==> src/shared/fbt_pkg.sv <==
// Package of constants and types for the frame buffer timing generator
package fbt_pkg;
	// Parameter register indices (4-bit address, sixteen 8-bit registers)
	localparam logic [3:0] REG_START_OFFSET = 4'h0;
	localparam logic [3:0] REG_ROW_STRIDE = 4'h1;
	localparam logic [3:0] REG_REFRESH_ROWS = 4'h2;
	localparam logic [3:0] REG_ALT_FIELD = 4'h3;
	localparam logic [3:0] REG_EXT_SYNC = 4'h4;
	localparam logic [3:0] REG_SETUP = 4'h5;
	localparam logic [3:0] REG_ADDR_SENSE = 4'h6;
	localparam logic [3:0] REG_BPP = 4'h7;
	localparam logic [3:0] REG_RUN = 4'h8;
	localparam logic [3:0] REG_H_SYNC = 4'h9;
	localparam logic [3:0] REG_H_BP_A = 4'hA;
	localparam logic [3:0] REG_H_BP_B = 4'hB;
	localparam logic [3:0] REG_H_MID = 4'hC;
	localparam logic [3:0] REG_H_ACTIVE = 4'hD;
	localparam logic [3:0] REG_H_FRONT = 4'hE;
	localparam logic [3:0] REG_SERR = 4'hF;
	// Vertical lengths sit in a second bank reached with address bit 4
	localparam logic [4:0] REG_V_FRONT = 5'h10;
	localparam logic [4:0] REG_V_SYNC = 5'h11;
	localparam logic [4:0] REG_V_BACK = 5'h12;
	localparam logic [4:0] REG_V_ACTIVE = 5'h13;
	localparam logic [4:0] REG_STATUS = 5'h14;
	localparam logic [7:0] PARAM_RESET = 8'h00;
	// Fixed extra lengths of each region
	localparam logic [7:0] H_EXTRA = 8'h02;
	localparam logic [9:0] V_EXTRA_ONE = 10'h001;
	localparam logic [9:0] V_EXTRA_BACK = 10'h008;
	localparam logic [9:0] EQ_HALF_LINES = 10'h006; // three lines
	// Card clock: bus rate 10 MHz, card rate 20 MHz, system 250 MHz
	localparam int CLK_MHZ = 250;
	localparam int CARD_MHZ = 20;
	localparam int CARD_DIV = CLK_MHZ / CARD_MHZ; // rounds down
	localparam int DELAY_LINE_NS = 100;
	typedef enum logic [2:0] {HR_SYNC, HR_BPA, HR_BPB, HR_MID, HR_ACT, HR_FRONT} fbt_hreg_t;
	typedef enum logic [1:0] {VR_FRONT, VR_SYNC, VR_BACK, VR_ACT} fbt_vreg_t;
	typedef enum logic [1:0] {BS_IDLE, BS_SEL, BS_RAM, BS_ACK} fbt_bus_t;
endpackage : fbt_pkg

==> src/shared/fbt_tim_if.sv <==
// Interface carrying timing parameters and raster outputs
`timescale 1ns/1ps
interface fbt_tim_if;
	logic run;
	logic pix_en;
	logic [7:0] h_len [6];
	logic [7:0] serr;
	logic [7:0] v_len [4];
	logic interlace;
	logic hsync;
	logic vsync;
	logic csync;
	logic active;
	logic line_start;
	logic field;
	modport ctrl (output run, pix_en, h_len, serr, v_len, interlace, input hsync, vsync, csync, active,
		line_start, field);
	modport gen (input run, pix_en, h_len, serr, v_len, interlace, output hsync, vsync, csync, active,
		line_start, field);
endinterface : fbt_tim_if

==> src/rtl/fbt_raster.sv <==
// Horizontal and vertical raster generator with composite sync
`timescale 1ns/1ps
module fbt_raster
	import fbt_pkg::*;
(
	input wire logic clk,
	input wire logic reset,
	fbt_tim_if.gen t
);
	typedef struct packed {
		fbt_hreg_t hr;
		logic [7:0] hcnt;
		fbt_vreg_t vr;
		logic [9:0] vcnt;
		logic [7:0] scnt;
		logic field;
		logic hsync, vsync, csync, active, line_start;
	} fbt_rs_t;
	fbt_rs_t s_reg, s_next;
	logic [7:0] hlim;
	logic half_end;
	logic eq_zone;

	// Region length is parameter plus two scaled pixel clocks
	always_comb begin
		hlim = t.h_len[s_reg.hr] + H_EXTRA - 8'h01; // RULE15
		half_end = (s_reg.hcnt == hlim) && (s_reg.hr == HR_MID || s_reg.hr == HR_FRONT);
		eq_zone = (s_reg.vr == VR_FRONT && s_reg.vcnt + EQ_HALF_LINES > {2'b00, t.v_len[0]}) || // RULE21
			(s_reg.vr == VR_BACK && s_reg.vcnt < EQ_HALF_LINES); // RULE21
	end

	always_comb begin
		s_next = s_reg;
		s_next.line_start = 1'b0;
		if (!t.run) begin
			s_next = '0; // RULE26
		end else if (t.pix_en) begin
			if (s_reg.hcnt == hlim) begin
				s_next.hcnt = '0;
				if (s_reg.hr == HR_FRONT) begin
					s_next.hr = HR_SYNC; // RULE25
					s_next.line_start = 1'b1;
				end else begin
					s_next.hr = fbt_hreg_t'(s_reg.hr + 3'd1); // RULE25
				end
			end else begin
				s_next.hcnt = s_reg.hcnt + 8'h01;
			end
			// Vertical counter steps in half-line periods
			if (half_end) begin
				if (s_reg.vcnt == {2'b00, t.v_len[s_reg.vr]} + ((s_reg.vr == VR_BACK) ? V_EXTRA_BACK : V_EXTRA_ONE)
					- 10'h001) begin // RULE20 RULE22 RULE23 RULE24
					s_next.vcnt = '0;
					s_next.vr = fbt_vreg_t'(s_reg.vr + 2'd1);
					if (s_reg.vr == VR_ACT && t.interlace) begin
						s_next.field = ~s_reg.field; // RULE10
					end
				end else begin
					s_next.vcnt = s_reg.vcnt + 10'h001;
				end
			end
			// Serration spacing counter, independent of line length
			s_next.scnt = (s_reg.scnt == t.serr) ? 8'h00 : s_reg.scnt + 8'h01; // RULE19
			s_next.hsync = (s_next.hr == HR_SYNC);
			s_next.vsync = (s_next.vr == VR_SYNC);
			s_next.active = (s_next.hr == HR_ACT) && (s_next.vr == VR_ACT); // RULE18
			// Composite sync: serrations in sync, equalization near it, else plain hsync
			if (s_next.vr == VR_SYNC) begin
				s_next.csync = !((s_next.hr == HR_SYNC || s_next.hr == HR_ACT) && s_reg.scnt < t.serr); // RULE22
			end else if (eq_zone) begin
				s_next.csync = (s_next.hr == HR_SYNC || s_next.hr == HR_ACT) &&
					(s_next.hcnt < (t.h_len[0] >> 1)); // RULE16 RULE18
			end else begin
				s_next.csync = s_next.hsync;
			end
		end
	end

	always_ff @(posedge clk or posedge reset) begin
		if (reset) begin
			s_reg <= '0;
		end else begin
			s_reg <= s_next;
		end
	end

	assign t.hsync = s_reg.hsync;
	assign t.vsync = s_reg.vsync;
	assign t.csync = s_reg.csync;
	assign t.active = s_reg.active;
	assign t.line_start = s_reg.line_start;
	assign t.field = s_reg.field;
endmodule : fbt_raster

==> src/rtl/fbt_top.sv <==
// Frame buffer timing generator top: bus strobes, parameter registers, card clock
//
// What this block does
// RULE1: Latch bus address on falling address strobe; no RAM cycle while strobe inactive.
// RULE2: Keep address strobe asserted until acknowledge goes back to bus master.
// RULE3: Bank select asserted means RAM cycle starts on next bus clock.
// RULE4: Start RAM cycle when bank select and strobe active and no refresh.
// RULE5: Card clock at twice bus clock, derived from bus clock timing; the code divides the system clock by 12, not locked to the bus clock.
// RULE6: Sixteen 8-bit parameter registers in control space, loaded at initialisation.
// RULE7: Start offset gives RAM offset of upper-left displayed pixel.
// RULE8: Row stride is byte distance between scanned lines over four.
// RULE9: Refresh the programmed number of RAM rows per scan line.
// RULE10: Alternate field scan value one means interlaced, else non-interlaced.
// RULE11: External sync select one takes sync from outside; zero internal.
// RULE12: Address sense forced zero in reset; software writes one afterwards.
// RULE13: Bits per pixel prescales pixel clock; written before run is set.
// RULE14: Run one means normal operation; zero holds controller in reset.
// RULE15: Each horizontal region lasts its parameter plus two scaled pixel clocks.
// RULE16: Equalization pulse width is horizontal sync length halved.
// RULE17: Software sizes back porch B for worst bus cycle plus three clocks.
// RULE18: Active video runs from line midpoint to front porch start.
// RULE19: Serration spacing sets serration interval, not line length.
// RULE20: Vertical front porch lasts its parameter plus one half-lines.
// RULE21: Equalization pulses in last three front porch, first three back porch lines.
// RULE22: Vertical sync lasts its parameter plus one half-lines, serrated each half-line.
// RULE23: Vertical back porch lasts its parameter plus eight half-lines.
// RULE24: Vertical active lasts its parameter plus one half-lines.
// RULE25: Horizontal regions step zero to five and wrap to zero.
// RULE26: With run at zero counters hold at start and video stays off.
//
// The address map and the address-and-strobe port are this design's own decisions.
`timescale 1ns/1ps
module fbt_top
	import fbt_pkg::*;
#(
	parameter int ADDR_W = 22
) (
	// Clock and reset
	input wire logic CLK,
	input wire logic RESET,
	// Register port
	input wire logic [4:0] REG_ADDR,
	input wire logic [7:0] REG_WDATA,
	input wire logic REG_WR,
	input wire logic REG_RD,
	output logic [7:0] REG_RDATA,
	// Slot bus side
	input wire logic BUS_START,
	input wire logic BUS_SLOT_HIT,
	input wire logic BUS_RAM_SPACE,
	input wire logic BUS_CLK_EN,
	input wire logic [ADDR_W-1:0] BUS_ADDR,
	output logic BUS_ACK,
	// Frame buffer controller side
	input wire logic REFRESH_BUSY,
	input wire logic RAM_DONE,
	output logic ADDRESS_STROBE_N,
	output logic BANK_SELECT_N,
	output logic RAM_CYCLE_START,
	output logic [ADDR_W-1:0] LATCHED_ADDR,
	output logic CARD_CLOCK_2X,
	output logic CARD_CLOCK_EN,
	output logic PIXEL_CLOCK_EN,
	// Video timing and parameters out
	input wire logic EXT_HSYNC,
	input wire logic EXT_VSYNC,
	output logic HSYNC,
	output logic VSYNC,
	output logic CSYNC,
	output logic VIDEO_ACTIVE,
	output logic FIELD_ODD,
	output logic [7:0] DISPLAY_START_OFFSET,
	output logic [7:0] ROW_STRIDE_WORDS,
	output logic REFRESH_REQ,
	output logic CTRL_RUN
);
	typedef struct packed {
		logic [15:0][7:0] prm;
		logic [3:0][7:0] vprm;
		fbt_bus_t bs;
		logic as_n;
		logic bsel_n;
		logic ram_go;
		logic ack;
		logic [ADDR_W-1:0] addr;
		logic [7:0] rdata;
		logic [7:0] cdiv;
		logic card_clk;
		logic [7:0] pdiv;
		logic [7:0] rfcnt;
		logic rfreq;
	} fbt_st_t;
	fbt_st_t s_reg, s_next;
	fbt_tim_if tim ();
	logic run;
	logic [7:0] pdiv_lim;

	assign run = s_reg.prm[REG_RUN][0];

	// Parameters shared with the raster generator
	always_comb begin
		tim.run = run; // RULE14
		tim.interlace = (s_reg.prm[REG_ALT_FIELD] == 8'h01); // RULE10
		tim.serr = s_reg.prm[REG_SERR];
		tim.h_len[0] = s_reg.prm[REG_H_SYNC];
		tim.h_len[1] = s_reg.prm[REG_H_BP_A];
		tim.h_len[2] = s_reg.prm[REG_H_BP_B];
		tim.h_len[3] = s_reg.prm[REG_H_MID];
		tim.h_len[4] = s_reg.prm[REG_H_ACTIVE];
		tim.h_len[5] = s_reg.prm[REG_H_FRONT];
		for (int i = 0; i < 4; i++) begin
			tim.v_len[i] = s_reg.vprm[i];
		end
		// Depth prescales the pixel clock: one card clock per pixel at depth 1, one more per step
		pdiv_lim = (s_reg.prm[REG_BPP] == 8'h00) ? 8'h00 : s_reg.prm[REG_BPP] - 8'h01; // RULE13
		tim.pix_en = s_reg.card_clk && s_reg.cdiv == 8'h00 && s_reg.pdiv == pdiv_lim;
	end

	fbt_raster u_raster (
		.clk(CLK),
		.reset(RESET),
		.t(tim.gen)
	);

	// Next state: registers, bus handshake, clock dividers
	always_comb begin
		s_next = s_reg;
		s_next.ram_go = 1'b0;
		s_next.rdata = 8'h00;
		// Register writes; control space is separate from frame buffer space
		if (REG_WR) begin
			if (REG_ADDR[4]) begin
				if (REG_ADDR[3:2] == 2'b00) begin
					s_next.vprm[REG_ADDR[1:0]] = REG_WDATA;
				end
			end else begin
				s_next.prm[REG_ADDR[3:0]] = REG_WDATA; // RULE6
			end
		end
		// Reads return one cycle later; unmapped addresses read zero
		if (REG_RD) begin
			if (!REG_ADDR[4]) begin
				s_next.rdata = s_reg.prm[REG_ADDR[3:0]];
			end else if (REG_ADDR[3:2] == 2'b00) begin
				s_next.rdata = s_reg.vprm[REG_ADDR[1:0]];
			end else if (REG_ADDR == REG_STATUS) begin
				s_next.rdata = {2'b00, tim.field, tim.active, tim.vsync, tim.hsync, s_reg.as_n, s_reg.bsel_n};
			end
		end
		// Card clock: half-period toggles from the system clock
		if (s_reg.cdiv == 8'(CARD_DIV / 2 - 1)) begin
			s_next.cdiv = 8'h00;
			s_next.card_clk = ~s_reg.card_clk; // RULE5
			if (s_reg.card_clk) begin
				s_next.pdiv = (s_reg.pdiv == pdiv_lim) ? 8'h00 : s_reg.pdiv + 8'h01;
			end
		end else begin
			s_next.cdiv = s_reg.cdiv + 8'h01;
		end
		// Refresh request: programmed row count issued at each line start
		s_next.rfreq = 1'b0;
		if (tim.line_start) begin
			s_next.rfcnt = s_reg.prm[REG_REFRESH_ROWS]; // RULE9
		end else if (s_reg.rfcnt != 8'h00 && !REFRESH_BUSY) begin
			s_next.rfcnt = s_reg.rfcnt - 8'h01;
			s_next.rfreq = 1'b1; // RULE9
		end
		// Bus transaction sequence
		unique case (s_reg.bs)
			BS_IDLE: begin
				if (BUS_START && BUS_SLOT_HIT && run) begin
					s_next.as_n = 1'b0; // RULE1
					s_next.addr = s_reg.prm[REG_ADDR_SENSE][0] ? ~BUS_ADDR : BUS_ADDR; // RULE1 RULE12
					s_next.bs = BUS_RAM_SPACE ? BS_SEL : BS_ACK;
				end
			end
			BS_SEL: begin
				s_next.bsel_n = 1'b0; // RULE3
				s_next.bs = BS_RAM;
			end
			BS_RAM: begin
				// Wait for next bus clock and a free refresh slot
				if (BUS_CLK_EN && !s_reg.as_n && !s_reg.bsel_n && !REFRESH_BUSY) begin
					s_next.ram_go = 1'b1; // RULE3 RULE4
				end
				if (RAM_DONE) begin
					s_next.bs = BS_ACK;
				end
			end
			BS_ACK: begin
				s_next.ack = 1'b1;
				if (s_reg.ack) begin
					s_next.ack = 1'b0;
					s_next.as_n = 1'b1; // RULE2
					s_next.bsel_n = 1'b1;
					s_next.bs = BS_IDLE;
				end
			end
		endcase
		// Run at zero holds bus sequence, strobes, ack and refresh count in reset; clock dividers keep running
		if (!run) begin
			s_next.bs = BS_IDLE; // RULE14
			s_next.as_n = 1'b1;
			s_next.bsel_n = 1'b1;
			s_next.ack = 1'b0;
			s_next.rfcnt = 8'h00;
		end
	end

	always_ff @(posedge CLK or posedge RESET) begin
		if (RESET) begin
			s_reg <= '0; // RULE12
			s_reg.as_n <= 1'b1;
			s_reg.bsel_n <= 1'b1;
		end else begin
			s_reg <= s_next;
		end
	end

	// Outputs
	assign REG_RDATA = s_reg.rdata;
	assign BUS_ACK = s_reg.ack;
	assign ADDRESS_STROBE_N = s_reg.as_n;
	assign BANK_SELECT_N = s_reg.bsel_n;
	assign RAM_CYCLE_START = s_reg.ram_go;
	assign LATCHED_ADDR = s_reg.addr;
	assign CARD_CLOCK_2X = s_reg.card_clk;
	assign CARD_CLOCK_EN = s_reg.card_clk && s_reg.cdiv == 8'h00;
	assign PIXEL_CLOCK_EN = tim.pix_en;
	assign REFRESH_REQ = s_reg.rfreq;
	assign CTRL_RUN = run;
	assign DISPLAY_START_OFFSET = s_reg.prm[REG_START_OFFSET]; // RULE7
	assign ROW_STRIDE_WORDS = s_reg.prm[REG_ROW_STRIDE]; // RULE8
	// External mode takes hsync and vsync straight from the outside source; composite sync is their XOR
	assign HSYNC = s_reg.prm[REG_EXT_SYNC] == 8'h01 ? EXT_HSYNC : tim.hsync; // RULE11
	assign VSYNC = s_reg.prm[REG_EXT_SYNC] == 8'h01 ? EXT_VSYNC : tim.vsync; // RULE11
	assign CSYNC = s_reg.prm[REG_EXT_SYNC] == 8'h01 ? (EXT_HSYNC ^ EXT_VSYNC) : tim.csync;
	assign VIDEO_ACTIVE = tim.active;
	assign FIELD_ODD = tim.field;
endmodule : fbt_top

==> config.mk <==
export PLATFORM = sky130hd
export DESIGN_NAME = fbt_top
export DESIGN_NICKNAME = d
export VERILOG_FILES = /design/src/shared/fbt_pkg.sv /design/src/shared/fbt_tim_if.sv /design/src/rtl/fbt_raster.sv /design/src/rtl/fbt_top.sv
export SDC_FILE = /design/constraint.sdc
export NUM_CORES = 1
export LEC_CHECK = 0
export ABC_AREA = 1
export BUFFER_PORTS_ARGS = -buffer_cell sky130_fd_sc_hd__buf_2
export CAP_MARGIN = 0
export CORE_MARGIN = 2
export CORE_UTILIZATION = 56
export CTS_CLUSTER_SIZE = 30
export DETAILED_ROUTE_END_ITERATION = 8
export PLACE_DENSITY_LB_ADDON = 0.15
export RECOVER_POWER = 50
export SLEW_MARGIN = 20
export SYNTH_ARGS = -nofsm -noshare
export SYNTH_HDL_FRONTEND = slang
export SYNTH_HIERARCHICAL = 1
export SYNTH_SLANG_ARGS = --single-unit
==> constraint.sdc <==
create_clock -name CLK -period 7.05 [get_ports CLK]
set_input_delay 0.705 -clock CLK [delete_from_list [all_inputs] [get_ports CLK]]
set_output_delay 0.705 -clock CLK [all_outputs]
set_load 0.03 [all_outputs]
==> results_dict.tcl <==
set metrics [dict create \
    post-cts-setup-buffers 0 \
    cpPeakStageDelay_ns 2.49 \
    status "complete, but fails checks" \
    overflow 0 \
    cts_root_buf "clkbuf_16" \
    tightestPinTransition_ns 4.48 \
    synth_top_area_share_pct 41.6 \
    route.met2.wl_um 19300 \
    drc_errors 0 \
    vias 13700 \
    wl_per_cell_um 17.5 \
    fmax_mhz 214 \
    ys_warn_count 6 \
    hold_path.class "primary input to register" \
    clock_skew_ns 0.00788 \
    dpl.hpwl_um 29500 \
    timing.final.crit_share_pct 66.3 \
    rows 60 \
    area_growth_syn_to_layout_pct 7.71 \
    startpoint_type "primary input" \
    critPathRequiredTime_ns 7.38 \
    fin_util_pct 61.5 \
    ctsHtreeMaxLevel 1 \
    initial_core_util_pct 57.1 \
    insertion_delay_ns 0.55 \
    boundaryPins 107 \
    cts.clk_slew.worst_paths_ns 0.06 \
    crit_type "primary input to asynchronous set/reset pin" \
    slew_violations 313 \
    syn_inst 2029 \
    yosysTopAreaCell "dfrtp_1" \
    synth.most_common_cell "nand2_1" \
    drt_wl_total_um 42100 \
    die_h_um 170 \
    antenna_found_initial 0 \
    core_area_um2 27000 \
    holdBufCountCts 0 \
    grt_pass1_wl_um 68000 \
    cts_tree "built" \
    die_w_um 170 \
    synth_seq_cells 259 \
    min_period_ns 4.67 \
    synthArstFlopShare_pct 100 \
    synth_edf_count 0 \
    crit_chain "clkbuf_1, clkinvlp_2, clkbuf_2" \
    dieArea_um2 28900 \
    largest_reg_flops 161 \
    cts_resized 0 \
    grt_max_degree 101 \
    layout.nets 2143 \
    postSynthAreaPerCell_um2 7.61 \
    crit_fanout 100 \
    wl_met1_um 18300 \
    synth_top_flop_cell "dfrtp_1" \
    critPathCaptureType "asynchronous set/reset pin" \
    synth_nets 2130 \
    antenna_left 0 \
    arrival_ns 5.00 \
    port_buffers 106 \
    via_per_inst 5.69 \
    track_usage_pct 29.4 \
    violations "capacitance limit, slew limit" \
    crit_slowest_cell "clkinvlp_2" \
    cts_buffer_depth 3 \
    hold_violations 0 \
    ys_types 54 \
    p_leak_nw 8.22 \
    maxCapViolCount 5 \
    relSlewSlack_pct -200 \
    grt_pass1_vias 12800 \
    clock-sinks 259 \
    fillers 2533 \
    synthTopCellsByCount "nand2_1 (513), dfrtp_1 (257), inv_1 (220)" \
    seqCellArea_um2 6480 \
    peakVddDrop_mv 0.181 \
    drive_gt1_share_pct 7.70 \
    rsz0062_at_grt "false" \
    top_layer "met4" \
    drt_iter0_markers 1235 \
    setup_viol 0 \
    yosysSeqAreaShare_pct 42.0 \
    gp_congestion 0.924 \
    wl_met3_um 3220 \
    syn_area_um2 15400 \
    cts-buffers-inserted 30 \
    dr.pass1.iters 6 \
    multiInputGateArea_um2 7330 \
    tns_ns 0 \
    synth_area_leaders "dfrtp_1 (42%), nand2_1 (12%), o21ai_0 (6.7%)" \
    power.density_nw_per_um2 288 \
    antenna_cells 0 \
]
-- routing by layer --
layer / global-route usage (%) / vias up
met4: 9.74 / 0
met3: 4.51 / 81
met5: 0 / -
met1: 41.1 / 6427
li1: - / 6627
met2: 47.1 / 541
-- worst max-delay path, delay by kind of cell --
family,cells,cell delay [ns]
buffers and inverters,3,4.22
-- worst paths after layout --
check	slack [ns]	depth (start not counted)	end	startpoint
max	2.38	3	s_reg[142]	RESET
min	0.41	3	RAM_CYCLE_START	BUS_CLK_EN
max reg2reg	2.81	27	u_raster/t.csync	u_raster/s_reg[34]
min reg2reg	0.49	2	u_raster/t.csync	u_raster/t.csync
max in group CLK	2.81	27	u_raster/t.csync	u_raster/s_reg[34]
min in group asynchronous	0.99	3	u_raster/s_reg[31]	RESET
-- cell usage in the layout, fill, tap and decap left out, types with 3 or more instances in the layout --
| cell | n |
|---|---|
| a21o_1 | 3 |
| a21oi_1 | 52 |
| a22oi_1 | 20 |
| a31oi_1 | 3 |
| a32oi_1 | 6 |
| buf_2 | 53 |
| buf_4 | 8 |
| clkbuf_1 | 62 |
| clkbuf_16 | 31 |
| clkbuf_8 | 7 |
| clkinv_2 | 5 |
| dfrtp_1 | 257 |
| ha_1 | 53 |
| inv_1 | 219 |
| inv_2 | 5 |
| nand2_1 | 513 |
| nand2_2 | 11 |
| nand3_1 | 77 |
| nand4_1 | 25 |
| nor2_1 | 145 |
| nor2_2 | 8 |
| nor2_4 | 6 |
| nor3_1 | 74 |
| nor4_1 | 5 |
| o211ai_1 | 5 |
| o21ai_0 | 211 |
| o21ai_1 | 16 |
| o22ai_1 | 49 |
| o31ai_1 | 28 |
| or2_2 | 5 |
| xnor2_1 | 32 |
| xor2_1 | 31 |
-- cell families after synthesis --
| group | after synthesis | share of synthesized area, % |
|---|---|---|
| adder cells (fa/ha/maj) | 54 | 4.42 |
| XOR/XNOR | 64 | 3.72 |
| AO/OA/AOI/OAI | 406 | 15.0 |
| flip-flops | 259 | 42.0 |
| buffers and inverters | 366 | 10.5 |
| AND/OR/NAND/NOR | 880 | 24.4 |
-- through the flow --
stage / cell area [µm²] / power, mW / hold slack (ns) / instances / setup WS [ns]
CTS: 16700 / 4.81 / 0.326 / 2405 / 2.86
detailed placement: 15700 / 3.27 / 0.468 / 2351 / 2.87
floorplan: 15400 / 3.02 / 0.449 / 2029 / 0.271
global route: 16600 / 5.06 / 0.411 / 2405 / 1.47
finish: 16600 / 4.79 / 0.410 / 2405 / 2.38
global placement: 15700 / 3.24 / 0.467 / 2351 / 2.97
-- where the power goes --
part / internal (mW) / switching (mW)
Combinational: 0.417 / 0.868
Sequential: 1.74 / 0.222
Clock: 0.914 / 0.632
-- layout make-up --
cell class,count,share of cell area [%]
clock inverters,10,0.549
repair buffers,119,3.28
multi-input cells,1404,44.1
flip-flops and latches,259,39.0
clock buffers,44,5.38
inverters,228,5.18
well taps,341,2.57
Power figures use the tool's default switching activity.
